===== src/core/sbcms_pkg.sv =====
// Purpose: Shared constants and types for the operating-mode state machine.
// Assumes: One 100 MHz reference clock.
// Notes: Counts are derived from times in microseconds.
package sbcms_pkg;
	localparam int SBCMS_CLK_MHZ = 100;
	localparam int SBCMS_T_RD_US = 10;
	localparam int SBCMS_T_LW_US = 200000;
	localparam int SBCMS_RD_CYC = SBCMS_T_RD_US * SBCMS_CLK_MHZ;
	localparam int SBCMS_LW_CYC = SBCMS_T_LW_US * SBCMS_CLK_MHZ;
	localparam int SBCMS_CNT_W = 32;
	localparam logic [1:0] SBCMS_RST_LIMIT = 2'h3;
	localparam logic [2:0] SBCMS_SEL_NORMAL = 3'h0;
	localparam logic [2:0] SBCMS_SEL_STOP = 3'h1;
	localparam logic [2:0] SBCMS_SEL_SLEEP = 3'h2;
	localparam logic [2:0] SBCMS_SEL_RESET = 3'h4;
	typedef enum logic [5:0] {
		SBCMS_INIT = 6'b00_0001,
		SBCMS_NORMAL = 6'b00_0010,
		SBCMS_STOP = 6'b00_0100,
		SBCMS_SLEEP = 6'b00_1000,
		SBCMS_RESTART = 6'b01_0000,
		SBCMS_FAILSAFE = 6'b10_0000
	} sbcms_mode_t;
	typedef struct packed {
		logic spi_cmd;
		logic [2:0] mode_sel;
		logic miss_count_select;
		logic reset_limit;
		logic wd_trigger;
	} sbcms_host_t;
	typedef struct packed {
		logic main_ok;
		logic vs_uv_to;
		logic por;
		logic thermal_shutdown_level_two;
		logic main_short;
		logic overtemp;
		logic wake_any;
	} sbcms_mon_t;
endpackage


===== src/core/sbcms_sync.sv =====
// Purpose: Two-stage synchroniser for one asynchronous level.
// Assumes: Single clock domain.
// Notes: The first stage feeds only the second.
`timescale 1ns/1ps
module sbcms_sync (
	input wire logic clk,
	input wire logic rstn,
	input wire logic d,
	output logic q
);
	typedef struct packed {
		logic s1;
		logic s2;
	} sbcms_sync_t;
	sbcms_sync_t st_r;
	sbcms_sync_t st_nxt;
	always_comb begin
		st_nxt.s1 = d;
		st_nxt.s2 = st_r.s1;
	end
	always_ff @(posedge clk) begin
		if (!rstn) begin
			st_r <= '0;
		end else begin
			st_r <= st_nxt;
		end
	end
	assign q = st_r.s2;
endmodule


===== src/core/sbcms_timer.sv =====
// Purpose: Loadable down-counter that flags expiry.
// Assumes: Load wins over run.
// Notes: Done stays high at zero until reloaded.
`timescale 1ns/1ps
module sbcms_timer
	import sbcms_pkg::*;
(
	input wire logic clk,
	input wire logic rstn,
	input wire logic load,
	input wire logic [SBCMS_CNT_W-1:0] value,
	input wire logic run,
	output logic done
);
	typedef struct packed {
		logic [SBCMS_CNT_W-1:0] cnt;
	} sbcms_tmr_t;
	sbcms_tmr_t st_r;
	sbcms_tmr_t st_nxt;
	always_comb begin
		st_nxt = st_r;
		if (load) begin
			st_nxt.cnt = value;
		end else if (run && st_r.cnt != '0) begin
			st_nxt.cnt = st_r.cnt - 1'b1;
		end
	end
	always_ff @(posedge clk) begin
		if (!rstn) begin
			st_r <= '0;
		end else begin
			st_r <= st_nxt;
		end
	end
	assign done = (st_r.cnt == '0);
endmodule


===== src/core/sbcms_top.sv =====
// Purpose: Operating-mode state machine with strap capture and reset timing.
// Assumes: SPI frames decoded outside; events arrive as one-cycle pulses on REF_CLK.
// Notes: Monitor levels and the strap are asynchronous; all but wake_any are synchronised here.
// Summary of operation
// - Six modes held one-hot; exactly one active at any time.
// - Power-on or software reset command enters init mode.
// - Restart leaves for normal alone after failure gone and reset delay.
// - Critical failure enters fail-safe, main supply off, exit on wake without overtemp.
// - Development mode allows all modes but freezes the watchdog.
// - Strap low during init selects development configuration.
// - All control arrives through decoded 16-bit SPI commands.
// - Mode follows host select bits; bits cleared passing through restart.
// - Miss-count state 1: first missed trigger fails outputs, enters restart.
// - Miss-count state 0: second missed trigger fails outputs, enters restart.
// - Host selects configuration 1 or 3 with the miss-count select bit.
// - Strap pin is an input with pull-up during init and is sampled.
// - After main supply good, strap watched for reset delay, then watchdog starts.
// - Any SPI command in init mode after the reset delay moves to normal mode.
// - No trigger in long open window flags failure, restart, one reset; in miss-count state 0 the first miss only flags failure.
// - With reset limit set, no resets after three consecutive watchdog resets.
// - With reset limit clear, every missed trigger gives a reset in miss-count state 1, every second consecutive one in state 0.
// - Wake events in init mode are discarded.
// - No undervoltage flag or fail outputs while both supplies are low at power-up.
// - Reset output low below threshold, released one reset delay after it.
// - Stop to sleep request sets SPI error and enters restart.
`timescale 1ns/1ps
module sbcms_top
	import sbcms_pkg::*;
#(
	parameter logic [SBCMS_CNT_W-1:0] RESET_DELAY_CYC = SBCMS_CNT_W'(SBCMS_RD_CYC),
	parameter logic [SBCMS_CNT_W-1:0] LONG_WINDOW_CYC = SBCMS_CNT_W'(SBCMS_LW_CYC)
)
(
	input wire logic REF_CLK,
	input wire logic RSTN,
	input wire sbcms_host_t HOST,
	input wire sbcms_mon_t MON,
	input wire logic FAIL_OUT_THREE_STRAP_PIN_IN,
	output logic FAIL_OUT_THREE_STRAP_PIN_OUT,
	output logic FAIL_OUT_THREE_STRAP_PIN_OE,
	output logic FAIL_OUT_THREE_STRAP_PULLUP_EN,
	output sbcms_mode_t MODE,
	output logic [2:0] MODE_SEL_READBACK,
	output logic RESET_OUTPUT_N,
	output logic MAIN_SUPPLY_EN,
	output logic FAIL_OUTPUTS,
	output logic MAIN_SUPPLY_UNDERVOLTAGE_FLAG,
	output logic WATCHDOG_FAIL_FLAG,
	output logic SPI_ERROR_FLAG,
	output logic DEVELOPMENT_MODE,
	output logic WAKE_EVENT_FLAG
);
	typedef struct packed {
		sbcms_mode_t mode;
		logic [2:0] mode_sel;
		logic dev_mode;
		logic strap_done;
		logic rst_n;
		logic wd_run;
		logic wd_load;
		logic rd_load;
		logic miss_once;
		logic [1:0] wd_resets;
		logic fail_out;
		logic uv_flag;
		logic wd_fail;
		logic spi_err;
		logic wake_flag;
		logic main_en;
		logic main_ok_d;
	} sbcms_state_t;
	sbcms_state_t st_r;
	sbcms_state_t st_nxt;
	logic strap_s;
	logic main_ok_s;
	logic vs_uv_s;
	logic por_s;
	logic thermal_shutdown_level_two_s;
	logic short_s;
	logic otemp_s;
	logic rd_done;
	logic wd_done;
	logic wd_expire;
	logic [2:0] req;
	logic powerup_low;
	sbcms_sync u_sync_strap (
		.clk(REF_CLK),
		.rstn(RSTN),
		.d(FAIL_OUT_THREE_STRAP_PIN_IN),
		.q(strap_s)
	);
	sbcms_sync u_sync_ok (
		.clk(REF_CLK),
		.rstn(RSTN),
		.d(MON.main_ok),
		.q(main_ok_s)
	);
	sbcms_sync u_sync_vs (
		.clk(REF_CLK),
		.rstn(RSTN),
		.d(MON.vs_uv_to),
		.q(vs_uv_s)
	);
	sbcms_sync u_sync_por (
		.clk(REF_CLK),
		.rstn(RSTN),
		.d(MON.por),
		.q(por_s)
	);
	sbcms_sync u_sync_tsd (
		.clk(REF_CLK),
		.rstn(RSTN),
		.d(MON.thermal_shutdown_level_two),
		.q(thermal_shutdown_level_two_s)
	);
	sbcms_sync u_sync_sc (
		.clk(REF_CLK),
		.rstn(RSTN),
		.d(MON.main_short),
		.q(short_s)
	);
	sbcms_sync u_sync_ot (
		.clk(REF_CLK),
		.rstn(RSTN),
		.d(MON.overtemp),
		.q(otemp_s)
	);
	sbcms_timer u_rd_timer (
		.clk(REF_CLK),
		.rstn(RSTN),
		.load(st_r.rd_load),
		.value(RESET_DELAY_CYC),
		.run(main_ok_s),
		.done(rd_done)
	);
	sbcms_timer u_wd_timer (
		.clk(REF_CLK),
		.rstn(RSTN),
		.load(st_r.wd_load),
		.value(LONG_WINDOW_CYC),
		.run(st_r.wd_run && !st_r.dev_mode),
		.done(wd_done)
	);
	assign wd_expire = st_r.wd_run && !st_r.dev_mode && !st_r.wd_load && wd_done;
	assign req = HOST.mode_sel;
	assign powerup_low = (st_r.mode == SBCMS_INIT) && !main_ok_s && !vs_uv_s;
	always_comb begin
		st_nxt = st_r;
		st_nxt.wd_load = 1'b0;
		st_nxt.rd_load = 1'b0;
		st_nxt.main_ok_d = main_ok_s;
		if (!main_ok_s && st_r.main_ok_d && st_r.main_en && !(st_r.mode == SBCMS_INIT && !vs_uv_s)) begin
			st_nxt.uv_flag = 1'b1;
		end
		if (!main_ok_s) begin
			st_nxt.rst_n = 1'b0;
			st_nxt.rd_load = 1'b1;
		end
		if (HOST.wd_trigger && st_r.wd_run) begin
			st_nxt.wd_load = 1'b1;
			st_nxt.miss_once = 1'b0;
			st_nxt.wd_resets = 2'h0;
		end
		case (st_r.mode)
			SBCMS_INIT: begin
				st_nxt.wake_flag = 1'b0;
				if (!st_r.strap_done && main_ok_s) begin
					st_nxt.dev_mode = !strap_s;
					if (rd_done && !st_r.rd_load) begin
						st_nxt.strap_done = 1'b1;
						st_nxt.rst_n = 1'b1;
						st_nxt.wd_run = 1'b1;
						st_nxt.wd_load = 1'b1;
					end
				end
				if (HOST.spi_cmd && st_r.strap_done) begin
					st_nxt.mode = SBCMS_NORMAL;
				end
			end
			SBCMS_NORMAL, SBCMS_STOP: begin
				if (HOST.spi_cmd) begin
					st_nxt.mode_sel = req;
					if (req == SBCMS_SEL_NORMAL) begin
						st_nxt.mode = SBCMS_NORMAL;
					end else if (req == SBCMS_SEL_STOP) begin
						st_nxt.mode = SBCMS_STOP;
					end else if (req == SBCMS_SEL_SLEEP && st_r.mode == SBCMS_STOP) begin
						st_nxt.spi_err = 1'b1;
						st_nxt.mode = SBCMS_RESTART;
						st_nxt.rst_n = 1'b0;
						st_nxt.rd_load = 1'b1;
					end else if (req == SBCMS_SEL_SLEEP) begin
						st_nxt.mode = SBCMS_SLEEP;
						st_nxt.rst_n = 1'b0;
						st_nxt.main_en = 1'b0;
						st_nxt.wd_run = 1'b0;
					end
				end
				if (!main_ok_s) begin
					st_nxt.mode = SBCMS_RESTART;
				end
				if (wd_expire) begin
					st_nxt.wd_load = 1'b1;
					st_nxt.wd_fail = 1'b1;
					if (!HOST.miss_count_select && !st_r.miss_once) begin
						st_nxt.miss_once = 1'b1;
					end else if (HOST.reset_limit && st_r.wd_resets == SBCMS_RST_LIMIT) begin
						st_nxt.miss_once = 1'b0;
					end else begin
						st_nxt.miss_once = 1'b0;
						st_nxt.fail_out = 1'b1;
						st_nxt.mode = SBCMS_RESTART;
						st_nxt.rst_n = 1'b0;
						st_nxt.rd_load = 1'b1;
						if (st_r.wd_resets != SBCMS_RST_LIMIT) begin
							st_nxt.wd_resets = st_r.wd_resets + 2'h1;
						end
					end
				end
			end
			SBCMS_SLEEP: begin
				if (MON.wake_any) begin
					st_nxt.wake_flag = 1'b1;
					st_nxt.main_en = 1'b1;
					st_nxt.mode = SBCMS_RESTART;
					st_nxt.rd_load = 1'b1;
				end
			end
			SBCMS_RESTART: begin
				st_nxt.mode_sel = SBCMS_SEL_NORMAL;
				st_nxt.rst_n = 1'b0;
				if (main_ok_s && rd_done && !st_r.rd_load) begin
					st_nxt.mode = SBCMS_NORMAL;
					st_nxt.rst_n = 1'b1;
					st_nxt.wd_run = 1'b1;
					st_nxt.wd_load = 1'b1;
				end
			end
			SBCMS_FAILSAFE: begin
				st_nxt.rst_n = 1'b0;
				if (MON.wake_any && !otemp_s) begin
					st_nxt.wake_flag = 1'b1;
					st_nxt.main_en = 1'b1;
					st_nxt.mode = SBCMS_RESTART;
					st_nxt.rd_load = 1'b1;
				end
			end
			default: begin
				st_nxt.mode = SBCMS_INIT;
			end
		endcase
		if ((thermal_shutdown_level_two_s || short_s) && st_r.mode != SBCMS_FAILSAFE) begin
			st_nxt.mode = SBCMS_FAILSAFE;
			st_nxt.main_en = 1'b0;
			if (!powerup_low) begin
				st_nxt.fail_out = 1'b1;
			end
			st_nxt.rst_n = 1'b0;
			st_nxt.wd_run = 1'b0;
		end
		if (por_s || (HOST.spi_cmd && req == SBCMS_SEL_RESET && st_r.mode != SBCMS_INIT)) begin
			st_nxt.mode = SBCMS_INIT;
			st_nxt.mode_sel = SBCMS_SEL_NORMAL;
			st_nxt.strap_done = 1'b0;
			st_nxt.rst_n = 1'b0;
			st_nxt.wd_run = 1'b0;
			st_nxt.rd_load = 1'b1;
			st_nxt.main_en = 1'b1;
			st_nxt.miss_once = 1'b0;
			st_nxt.wd_resets = 2'h0;
			st_nxt.wake_flag = 1'b0;
		end
	end
	always_ff @(posedge REF_CLK) begin
		if (!RSTN) begin
			st_r <= '{
				mode: SBCMS_INIT,
				mode_sel: SBCMS_SEL_NORMAL,
				rd_load: 1'b1,
				main_en: 1'b1,
				default: '0
			};
		end else begin
			st_r <= st_nxt;
		end
	end
	always_ff @(posedge REF_CLK) begin
		if (!RSTN) begin
			MODE <= SBCMS_INIT;
			MODE_SEL_READBACK <= SBCMS_SEL_NORMAL;
			RESET_OUTPUT_N <= 1'b0;
			MAIN_SUPPLY_EN <= 1'b1;
			FAIL_OUTPUTS <= 1'b0;
			MAIN_SUPPLY_UNDERVOLTAGE_FLAG <= 1'b0;
			WATCHDOG_FAIL_FLAG <= 1'b0;
			SPI_ERROR_FLAG <= 1'b0;
			DEVELOPMENT_MODE <= 1'b0;
			WAKE_EVENT_FLAG <= 1'b0;
			FAIL_OUT_THREE_STRAP_PIN_OUT <= 1'b0;
			FAIL_OUT_THREE_STRAP_PIN_OE <= 1'b0;
			FAIL_OUT_THREE_STRAP_PULLUP_EN <= 1'b1;
		end else begin
			MODE <= st_nxt.mode;
			MODE_SEL_READBACK <= st_nxt.mode_sel;
			RESET_OUTPUT_N <= st_nxt.rst_n;
			MAIN_SUPPLY_EN <= st_nxt.main_en;
			FAIL_OUTPUTS <= st_nxt.fail_out;
			MAIN_SUPPLY_UNDERVOLTAGE_FLAG <= st_nxt.uv_flag;
			WATCHDOG_FAIL_FLAG <= st_nxt.wd_fail;
			SPI_ERROR_FLAG <= st_nxt.spi_err;
			DEVELOPMENT_MODE <= st_nxt.dev_mode;
			WAKE_EVENT_FLAG <= st_nxt.wake_flag;
			FAIL_OUT_THREE_STRAP_PIN_OUT <= 1'b0;
			FAIL_OUT_THREE_STRAP_PIN_OE <= st_nxt.fail_out && (st_nxt.mode != SBCMS_INIT);
			FAIL_OUT_THREE_STRAP_PULLUP_EN <= (st_nxt.mode == SBCMS_INIT);
		end
	end
endmodule


===== config.mk =====
export PLATFORM = sky130hd
export DESIGN_NAME = sbcms_top
export DESIGN_NICKNAME = d
export VERILOG_FILES = /design/src/core/sbcms_pkg.sv /design/src/core/sbcms_sync.sv /design/src/core/sbcms_timer.sv /design/src/core/sbcms_top.sv
export SDC_FILE = /design/constraint.sdc
export NUM_CORES = 1
export LEC_CHECK = 0
export BUFFER_PORTS_ARGS = -buffer_cell sky130_fd_sc_hd__buf_4
export CAP_MARGIN = 20
export CORE_ASPECT_RATIO = 0.9
export CORE_UTILIZATION = 50
export CTS_CLUSTER_DIAMETER = 200
export CTS_CLUSTER_SIZE = 12
export DETAILED_ROUTE_END_ITERATION = 16
export PLACE_DENSITY = 0.68
export SLEW_MARGIN = 40
export SYNTH_ARGS = -nofsm -noshare
export SYNTH_HDL_FRONTEND = slang
export SYNTH_HIERARCHICAL = 1
export SYNTH_SLANG_ARGS = --single-unit

===== constraint.sdc =====
create_clock -name REF_CLK -period 7.42 [get_ports REF_CLK]
set_clock_uncertainty 0.05 [all_clocks]
set_input_delay 0.742 -clock REF_CLK [delete_from_list [all_inputs] [get_ports REF_CLK]]
set_output_delay 0.742 -clock REF_CLK [all_outputs]
set_load 0.01 [all_outputs]

==> impl_metrics.toml, run 1 <==
[setup_path]
crit_path_start_kind = "register"
max_stage_delay_ps = 580
cp_max_fo = 6
critPathKind = "register to register"
crit_chain = "or4_4 > or3_4 > nor3_1 > nand4bb_1 > a211o_1 > o21bai_1 > nand2_1 > a221oi_1"
critPathSlowestCell = "or4_4"
required_ps = 7630
end_kind = "register"
arrival_ps = 3260

[detailed_routing]
wl_per_cell_um = 14.5
first_pass_iters = 4
wl_um = 13000
dr.first_iter.drc_count = 302
route.vias.total = 5212
avgViaCountPerCell = 5.78
drc_errors = 0
postRouteAntennaNets = 0

[cts]
clock_latency_ps = 350
clk_pin_slew_worst_paths_ps = 80
cts-hold-fix-buffers = 0
cts_root_buf = "clkbuf_16"
postCtsSetupRepairBufs = 0
clock_path_buffers = 2
cts_tree = "built"
h-tree-depth = 3
post_cts_resized = 0
cts_buffers = 9
cts_sinks = 105

[sta]
finalCritPeriodShare_pct = 41.1
tns_ps = 0
timing.hold.ws_ps = 389
setup-violations-final = 0
relSlewSlack_pct = 48.0
hold_violations = 0
rsz0062_at_grt = "false"
maxSlewViolCount = 0
finalWorstSetupSlack_ps = 4370
fin_crit_ps = 3050
fmax_mhz = 328
worstMarginPinSlew_ps = 779

[cells_and_area]
drive_gt1_share_pct = 14.6
n_antenna_cell = 0
fin_nets = 764
fin_util_pct = 59.3
areaGrowthSynthToFinish_pct = 13.0
finalNonFillerCells = 901

[synth]
synth_area_leaders = "dfxtp_1, o21ai_0, a31oi_1, a21oi_1, nor2_1"
synth_edf_count = 0
synth_area_um2 = 5820
ys.flop_type = "dfxtp_1"
synth-compound-area-share_pct = 26.7
synthMuxAreaShare_pct = 0.194
yosysTopAreaCell = "dfxtp_1"
syn-instance-count = 679
synth_seq_cells = 105
synth-xor-area-share_pct = 3.01
synth_top_area_share_pct = 36.1
async_flop_share_pct = 0
synthAdderAreaFrac_pct = 0.645
yosys_warnings = 6
synth.distinct_cells = 80
synth_top_family_by_area = "simple AND/OR/NAND/NOR gates"
syn_area_per_cell_um2 = 8.56
synthSimpleGateAreaFrac_pct = 27.6
ys_seq_area_share_pct = 36.1

[min_path]
hold_class = "register to register"

[placed_design]
dp_hpwl_um = 8560
placedCellCount = 885
numPortBuffers = 35
place.gp.congestion = 0.877
pre_cts_slack_ps = 4450

[power]
power_density_nw_per_um2 = 186
p_leak_nw = 2.45
max-vdd-ir-drop_mv = 0.144
internal-power_mw = 0.900
p_clk_share_pct = 41.7
swShare_pct = 26.4
power_frac_comb_pct = 9.1
power_switching_mw = 0.323
sequentialPowerShare_pct = 49.2

[outcome]
outcome = "completed"

[floorplanning]
die_w_um = 116
row_count = 36
io_pins = 37
start_util_pct = 52.5
die_h_um = 104
fp.coreArea_um2 = 11100
dieArea_um2 = 12100

[flow_run]
maxCapViolCount = 0

[global_routing]
grt_antenna_before_repair = 0
grtUsageTotal_pct = 22.5
grt_max_degree = 95
grt_pass1_wl_um = 22200
grt_overflow = 0
grt_pass1_vias = 4739
==> routing by layer <==
layer	up-vias	share of wire [%]	track usage, %
li1	2666	-	-
met1	2432	49	30.3
met2	104	46	36.4
met3	10	4.2	4.20
met4	0	0.91	6.04
met5	-	0	0
==> state kept, by name, summed over array words and instances (netlist names), 3 cells and up <==
| register | cells |
|---|---|
| MODE | 6 |
| MODE_SEL_READBACK | 3 |
| st_r | 8 |
| u_rd_timer/st_r | 32 |
| u_wd_timer/st_r | 32 |
==> synth_stat cells (all sizes together), types with 3 or more instances <==
library cell,count
o31ai,20
nand3b,6
nand2,31
a311oi,3
a211o,3
or4,19
xor2,8
a2111oi,6
nor2,39
inv,10
o21a,4
o21ai,70
nand4,8
o31a,8
nand2b,17
and4,4
o311a,8
a21o,5
and3,4
a211oi,3
clkbuf,18
nor3b,3
nor4,15
a221oi,4
dfxtp,105
nand3,25
o41ai,4
a21oi,31
nor3,24
or3,22
ha,3
o211ai,6
or2,11
a31oi,38
xnor2,12
and2,18
buf,26
o2111ai,4
==> worst max-delay path: cells and delay by family (launching register included) <==
| family | cells | cell delay [ps] |
|---|---|---|
| simple gates | 5 | 1680 |
| compound gates | 3 | 880 |
| flops | 1 | 350 |
==> layout make-up <==
cell class | count | area (µm²)
clock buffer | 9 | 225
inverter | 12 | 45.0
multi-input combinational | 579 | 3630
timing repair buffer | 37 | 282
fill | 1049 | 4510
clock inverter | 7 | 96.3
sequential | 105 | 2100
tap | 152 | 190
==> final timing paths <==
kind                                                  startpoint                                endpoint  slack [ps]  cells after the start
worst max-delay path            u_wd_timer/st_r[24]$_SDFFE_PN0P_  FAIL_OUT_THREE_STRAP_PIN_OE$_SDFF_PN0_        4370                      8
worst min-delay path              u_sync_sc/st_nxt[0]$_SDFF_PN0_                  u_sync_sc/q$_SDFF_PN0_         390                      1
worst max register to register  u_wd_timer/st_r[24]$_SDFFE_PN0P_  FAIL_OUT_THREE_STRAP_PIN_OE$_SDFF_PN0_        4370                      8
worst min register to register    u_sync_sc/st_nxt[0]$_SDFF_PN0_                  u_sync_sc/q$_SDFF_PN0_         390                      1
==> per-stage QoR <==
stage	cell area (µm²)	total power [mW]
floorplan	6050	0.693
global placement	6240	0.721
detailed placement	6240	0.724
CTS	6570	1.24
global route	6570	1.28
finish	6570	1.22
==> placed cells by master (no fill, tap or decap), types with 5 or more instances in the layout <==
| master | netlist | layout |
|---|---|---|
| or4_1 | 6 | 6 |
| nand4_1 | 6 | 6 |
| nor3_1 | 22 | 22 |
| a21o_1 | 5 | 5 |
| o31a_1 | 6 | 6 |
| nor4_1 | 11 | 11 |
| nand3_1 | 24 | 24 |
| o21ai_0 | 70 | 70 |
| dfxtp_1 | 105 | 105 |
| nor2_1 | 37 | 37 |
| o31ai_1 | 18 | 18 |
| nand2b_1 | 17 | 17 |
| nand2_1 | 31 | 31 |
| xor2_1 | 8 | 8 |
| and2_1 | 18 | 18 |
| a31oi_1 | 38 | 38 |
| buf_4 | 11 | 36 |
| nand3b_1 | 6 | 6 |
| or3_1 | 14 | 14 |
| or3_2 | 6 | 6 |
| o311a_1 | 8 | 8 |
| a21oi_1 | 31 | 31 |
| clkbuf_16 | 0 | 9 |
| conb_1 | 2 | 65 |
| or2_2 | 11 | 11 |
| inv_1 | 10 | 10 |
| xnor2_1 | 12 | 12 |
| o211ai_1 | 5 | 5 |
| or4_2 | 10 | 10 |
| a2111oi_0 | 6 | 6 |
==> power by group through the flow <==
stage	clock network (mW)	logic, mW	registers, mW
finish	0.511	0.111	0.602
global route	0.545	0.126	0.605
CTS	0.525	0.110	0.601
detailed placement	0	0.109	0.615
global placement	0	0.107	0.614
floorplan	0	0.0855	0.608
==> cells by family after synthesis <==
kind of cell | Yosys count
buf+inv | 58
compound gates | 230
fa+ha+maj | 3
flops | 105
mux | 1
other cells | 2
xor+xnor | 20
simple gates | 260
Power figures use the tool's default switching activity.
==> inputs of run 2 (changes only) <==
==> constraint.sdc (replaced) <==
create_clock -name REF_CLK -period 2.9 [get_ports REF_CLK]
set_clock_uncertainty 0.05 [all_clocks]
set_input_delay 0.29 -clock REF_CLK [delete_from_list [all_inputs] [get_ports REF_CLK]]
set_output_delay 0.29 -clock REF_CLK [all_outputs]
set_load 0.01 [all_outputs]
==> run 2 against run 1 <==
  * Clock-buffer cell count did not move
  * Largest cell class unchanged
  * Critical path type unchanged
  * Critical path depth did not move
  * Setup slack got worse by 4200 ps
  * Utilization rose by 1.6 points
  * Sequential power rose to 2.6 times the previous value
  * Fmax rose by 10%
  * Largest power group unchanged
  * Global-route usage rose by 1.6 points
  * Clock power rose to 2.6 times the previous value
  * Flip-flop and latch count did not move
==> impl_metrics.toml, run 2 (synthesis results as in run 1) <==
[cts]
h-tree-depth = 3
cts-hold-fix-buffers = 0
cts_sinks = 105
cts_tree = "built"
clock_latency_ps = 360
cts_buffers = 9
clk_pin_slew_worst_paths_ps = 80
clock_path_buffers = 2
cts_root_buf = "clkbuf_16"

[placed_design]
placedCellCount = 904
numPortBuffers = 35
place.gp.congestion = 0.919
dp_hpwl_um = 9350

[setup_path]
arrival_ps = 2950
crit_buf_inv = 0
max_stage_delay_ps = 550
r2r-end = "RESET_OUTPUT_N$_SDFF_PP0_"
cp_max_fo = 6
r2r_start = "u_wd_timer/st_r[24]$_SDFFE_PN0P_"
end_kind = "register"
critPathLaunch = "u_wd_timer/st_r[24]$_SDFFE_PN0P_"
worst_r2r_path_depth = 8
critPathSlowestCell = "or4_4"
critical-path-top-delay-family = "simple AND/OR/NAND/NOR gates"
crit_path_start_kind = "register"
reg2reg_slack_ps = 140
crit_chain = "or4_4 > or3_4 > nor3_4 > nand4bb_1 > a211o_1 > a311oi_1 > a21o_1 > a21oi_1"
critPathKind = "register to register"
required_ps = 3090

[cells_and_area]
num-fill-cells = 1017
top_regs = "u_rd_timer/st_r: 32 flops, u_wd_timer/st_r: 32 flops, st_r: 8 flops"
register_area_um2 = 2100
fin_util_pct = 60.9
layout_common_cells = "dfxtp_1, o21ai_0, conb_1"
areaGrowthSynthToFinish_pct = 16.0
final_common_cell = "dfxtp_1"
fin_nets = 784
finalNonFillerCells = 921
multi_input_area_um2 = 3650
n_antenna_cell = 0
drive_gt1_share_pct = 17.2

[sta]
tns_ps = 0
hold_violations = 0
worstMarginPinSlew_ps = 643
timing.hold.ws_ps = 73.7
fin_crit_ps = 2760
fmax_mhz = 362
rsz0062_at_grt = "false"
setup-violations-final = 0
finalCritPeriodShare_pct = 95.2
maxSlewViolCount = 0
relSlewSlack_pct = 56.8

[detailed_routing]
drc_errors = 0
avgViaCountPerCell = 5.78
wl_um = 13400
first_pass_iters = 4
dr.first_iter.drc_count = 248
route.vias.total = 5321
wl_per_cell_um = 14.6
postRouteAntennaNets = 0

[floorplanning]
start_util_pct = 52.5
die_h_um = 104
dieArea_um2 = 12100
die_w_um = 116
io_pins = 37
row_count = 36
fp.coreArea_um2 = 11100

[global_routing]
grtUsageTotal_pct = 24.0
grt_overflow = 0
grt_antenna_before_repair = 0
grt_pass1_wl_um = 23400
grt_pass1_vias = 4928
grt_max_degree = 54

[power]
power_density_nw_per_um2 = 468
p_leak_nw = 2.56
max-vdd-ir-drop_mv = 0.340

[min_path]
hold_class = "input pin to register"
hold_path_startpoint = "MON[5]"
hold-path-cell-count = 2
whs_endpoint = "u_sync_vs/st_nxt[0]$_SDFF_PN0_"

[flow_run]
maxCapViolCount = 0

[outcome]
outcome = "completed"
run 2: metal layers:
layer	wire length, µm	part of all wire [%]	vias up	global-route usage, %
met5	0	0	-	0
met4	154	1.1	0	6.78
met3	659	4.9	13	5.24
met2	6240	47	123	38.2
met1	6370	47	2491	32.6
li1	-	-	2694	-
run 2: power by group:
part / switching [mW] / total, mW / internal [mW]
Sequential: 0.0483 / 1.54 / 1.49
Combinational: 0.172 / 0.298 / 0.126
Clock: 0.616 / 1.32 / 0.704
run 2: cell type report:
| cell class | count | share of cell area (%) |
|---|---|---|
| flip-flops and latches | 105 | 31.2 |
| repair buffers | 57 | 6.35 |
| clock inverters | 7 | 1.56 |
| inverters | 12 | 0.668 |
| multi-input cells | 579 | 54.1 |
| clock buffers | 9 | 3.34 |
| well taps | 152 | 2.82 |
run 2: worst max-delay path by stage:
stage	depth (start not counted)	slack, ps	end
2_1_floorplan	8	300	st_r[7]$_SDFF_PP0_
3_3_place_gp	8	100	FAIL_OUT_THREE_STRAP_PIN_OE$_SDFF_PN0_
3_5_place_dp	8	7	st_r[7]$_SDFF_PP0_
4_1_cts	8	100	FAIL_OUT_THREE_STRAP_PIN_OE$_SDFF_PN0_
5_1_grt	10	8	st_r[7]$_SDFF_PP0_
6_report	8	140	RESET_OUTPUT_N$_SDFF_PP0_
run 2: per-stage QoR:
stage	cell area, µm²	power, mW	setup WS [ps]
global route	6740	3.29	8.10
global placement	6390	1.85	100
finish	6740	3.15	138
detailed placement	6390	1.86	7.13
floorplan	6050	1.77	301
CTS	6730	3.19	98.0
run 2: timing repair:
action	CTS	global route
setup buffers	0	1
resized for setup	2	2
pin swaps	0	1
setup endpoints to repair	2	2
==> inputs of run 3 (changes only) <==
--- a/config.mk
+++ b/config.mk
@@ -5,14 +5,16 @@
 export SDC_FILE = /design/constraint.sdc
 export NUM_CORES = 1
 export LEC_CHECK = 0
+export ABC_AREA = 1
 export BUFFER_PORTS_ARGS = -buffer_cell sky130_fd_sc_hd__buf_4
 export CAP_MARGIN = 20
 export CORE_ASPECT_RATIO = 0.9
+export CORE_MARGIN = 2
 export CORE_UTILIZATION = 50
 export CTS_CLUSTER_DIAMETER = 200
 export CTS_CLUSTER_SIZE = 12
 export DETAILED_ROUTE_END_ITERATION = 16
-export PLACE_DENSITY = 0.68
+export PLACE_DENSITY = 0.67
 export SLEW_MARGIN = 40
 export SYNTH_ARGS = -nofsm -noshare
 export SYNTH_HDL_FRONTEND = slang
==> run 3 against run 2 <==
  * Via count up 22%
  * Critical endpoint is now MODE[1]$_SDFF_PN0_
  * Cell area up 16%
  * Sequential power up 8%
  * Sequential share of layout area down 4.2 points
  * Global-route usage down 0.78 points
  * Synthesized area up 19%
  * Flip-flop and latch count unchanged
  * Power up 55%
  * First-iteration DRC count up 83%
==> impl_metrics.toml, run 3 <==
[sta]
fmax_mhz = 406
maxSlewViolCount = 0
fin_crit_ps = 2460
finalCritPeriodShare_pct = 85.0
rsz0062_at_grt = "false"
tns_ps = 0
relSlewSlack_pct = 57.4
hold_violations = 0
worstMarginPinSlew_ps = 638
setup-violations-final = 0

[synth]
synth.most_common_cell = "nor2_1"
synth_area_leaders = "dfxtp_1, nor2_1, nand2_1, nand3_1, inv_1"
syn-instance-count = 1095
synth_edf_count = 0
synth_seq_cells = 105
yosysTopAreaCell = "dfxtp_1"
syn_area_per_cell_um2 = 6.34
async_flop_share_pct = 0
yosys_warnings = 6
ys_seq_area_share_pct = 30.3
synth_area_um2 = 6950
ys.flop_type = "dfxtp_1"
synth_top_cells_by_count = "nor2_1, nand2_1, dfxtp_1"
synth.distinct_cells = 39
synth_top_area_share_pct = 30.3

[placed_design]
placed_area_um2 = 7480
numPortBuffers = 35
place.gp.congestion = 0.908
dp_hpwl_um = 11900
placedCellCount = 1333

[cts]
h-tree-depth = 3
clock_path_buffers = 2
cts-hold-fix-buffers = 0
clock_latency_ps = 370
clk_pin_slew_worst_paths_ps = 90
postCtsSetupRepairBufs = 0
cts_tree = "built"
post_cts_resized = 0
cts_sinks = 105
cts_buffers = 9
cts_root_buf = "clkbuf_16"

[cells_and_area]
finalNonFillerCells = 1349
n_antenna_cell = 0
drive_gt1_share_pct = 13.4
top_regs = "u_rd_timer/st_r: 32 flops, u_wd_timer/st_r: 32 flops, st_r: 8 flops"
fin_util_pct = 58.0
final_cell_area_um2 = 7800
areaGrowthSynthToFinish_pct = 12.3
layout_common_cells = "nor2_1, nand2_1, dfxtp_1"
fin_nets = 1196
final_common_cell = "nor2_1"

[setup_path]
critPathKind = "register to register"
crit_path_start_kind = "register"
end_kind = "register"
worst_r2r_path_depth = 17
required_ps = 3090
cp_max_fo = 6
arrival_ps = 2650

[power]
sequentialPowerShare_pct = 34.2
swShare_pct = 41.4
max-vdd-ir-drop_mv = 0.404
power_frac_comb_pct = 39.0
internal-power_mw = 2.86
p_leak_nw = 3.88
power_switching_mw = 2.03
power_density_nw_per_um2 = 627
p_clk_share_pct = 26.9

[detailed_routing]
route.vias.total = 6508
first_pass_iters = 5
dr.first_iter.drc_count = 454
avgViaCountPerCell = 4.82
wl_per_cell_um = 12.2
wl_um = 16500
drc_errors = 0
postRouteAntennaNets = 0

[global_routing]
grt_max_degree = 54
grt_pass1_vias = 5788
grt_overflow = 0
grt_pass1_wl_um = 27800
grtUsageTotal_pct = 23.3
grt_antenna_before_repair = 0

[outcome]
outcome = "completed"

[floorplanning]
die_w_um = 128
die_h_um = 116
fp.coreArea_um2 = 13500
io_pins = 37
row_count = 40
dieArea_um2 = 14900
start_util_pct = 51.6

[min_path]
hold-path-cell-count = 3
hold_class = "input pin to register"

[flow_run]
maxCapViolCount = 0
==> run 3: cell count changes after synthesis, sizes merged, moves of 15 or more <==
cell	previous run	this run
xor2	8	24
or4	19	0
nand2b	17	0
o31ai	20	0
o21ai	70	51
nor4	15	0
nand3	25	83
a31oi	38	3
or3	22	0
nand2	31	282
inv	10	95
nor2	39	318
and2	18	1
==> run 3: logic make-up after synthesis <==
group / count (synthesis) / share of synthesized area (%)
compound gates: 88 / 7.55
simple gates: 728 / 48.2
buf+inv: 133 / 8.84
xor+xnor: 36 / 4.54
flops: 105 / 30.3
other cells: 2 / 0.108
fa+ha+maj: 3 / 0.540
==> run 3: path summary, 6_finish.rpt <==
| path | from | slack, ps | to |
|---|---|---|---|
| max | u_wd_timer/st_r[0]$_SDFFE_PN0P_ | 440 | MODE[1]$_SDFF_PN0_ |
| min | MON[6] | 40 | u_sync_ok/st_nxt[0]$_SDFF_PN0_ |
| max reg2reg | u_wd_timer/st_r[0]$_SDFFE_PN0P_ | 440 | MODE[1]$_SDFF_PN0_ |
| min reg2reg | u_sync_tsd/st_nxt[0]$_SDFF_PN0_ | 370 | u_sync_tsd/q$_SDFF_PN0_ |
==> run 3: metrics by stage <==
step	setup slack (ps)	total power, mW	hold slack [ps]
2_1_floorplan	757	3.23	309
3_3_place_gp	483	3.58	344
4_1_cts	418	4.92	28.3
5_1_grt	155	5.25	29.7
6_report	436	4.89	42.1
3_5_place_dp	432	3.59	348
==> run 3: final cells by class <==
class | instances | area, µm²
clock inverter | 7 | 101
tap | 168 | 210
fill | 1332 | 5660
clock buffer | 9 | 225
inverter | 98 | 383
sequential | 105 | 2100
timing repair buffer | 42 | 315
multi-input combinational | 920 | 4470
==> run 3: per-layer routing <==
metal / GRT usage [%] / part of all wire, % / wire length, µm
met4: 6.15 / 1.3 / 222
met3: 3.92 / 4.5 / 735
met5: 0 / 0 / 0
met2: 35.9 / 43 / 7050
met1: 33.8 / 51 / 8440
==> run 3: worst max-delay path, stage by stage (launching register included) <==
cell     delay [ps]
dfxtp_1         310
inv_1            80
ha_1            320
nand2_4         110
nor2_8          170
nand2_1         100
nor3_1          150
nand2_1          70
nor2_1          110
nand2_1          70
nor2_1          210
nand2_1         160
nand2_1         150
nor2_4           60
nand2_1          60
nand2_1          40
nand2_1          80
nor2_2           30
==> run 3: power by group through the flow <==
stage               sequential [mW]  clock [mW]  combinational, mW
global placement               1.70           0               1.88
floorplan                      1.67           0               1.56
detailed placement             1.70           0               1.89
finish                         1.67        1.31               1.90
CTS                            1.67        1.35               1.90
global route                   1.69        1.41               2.15
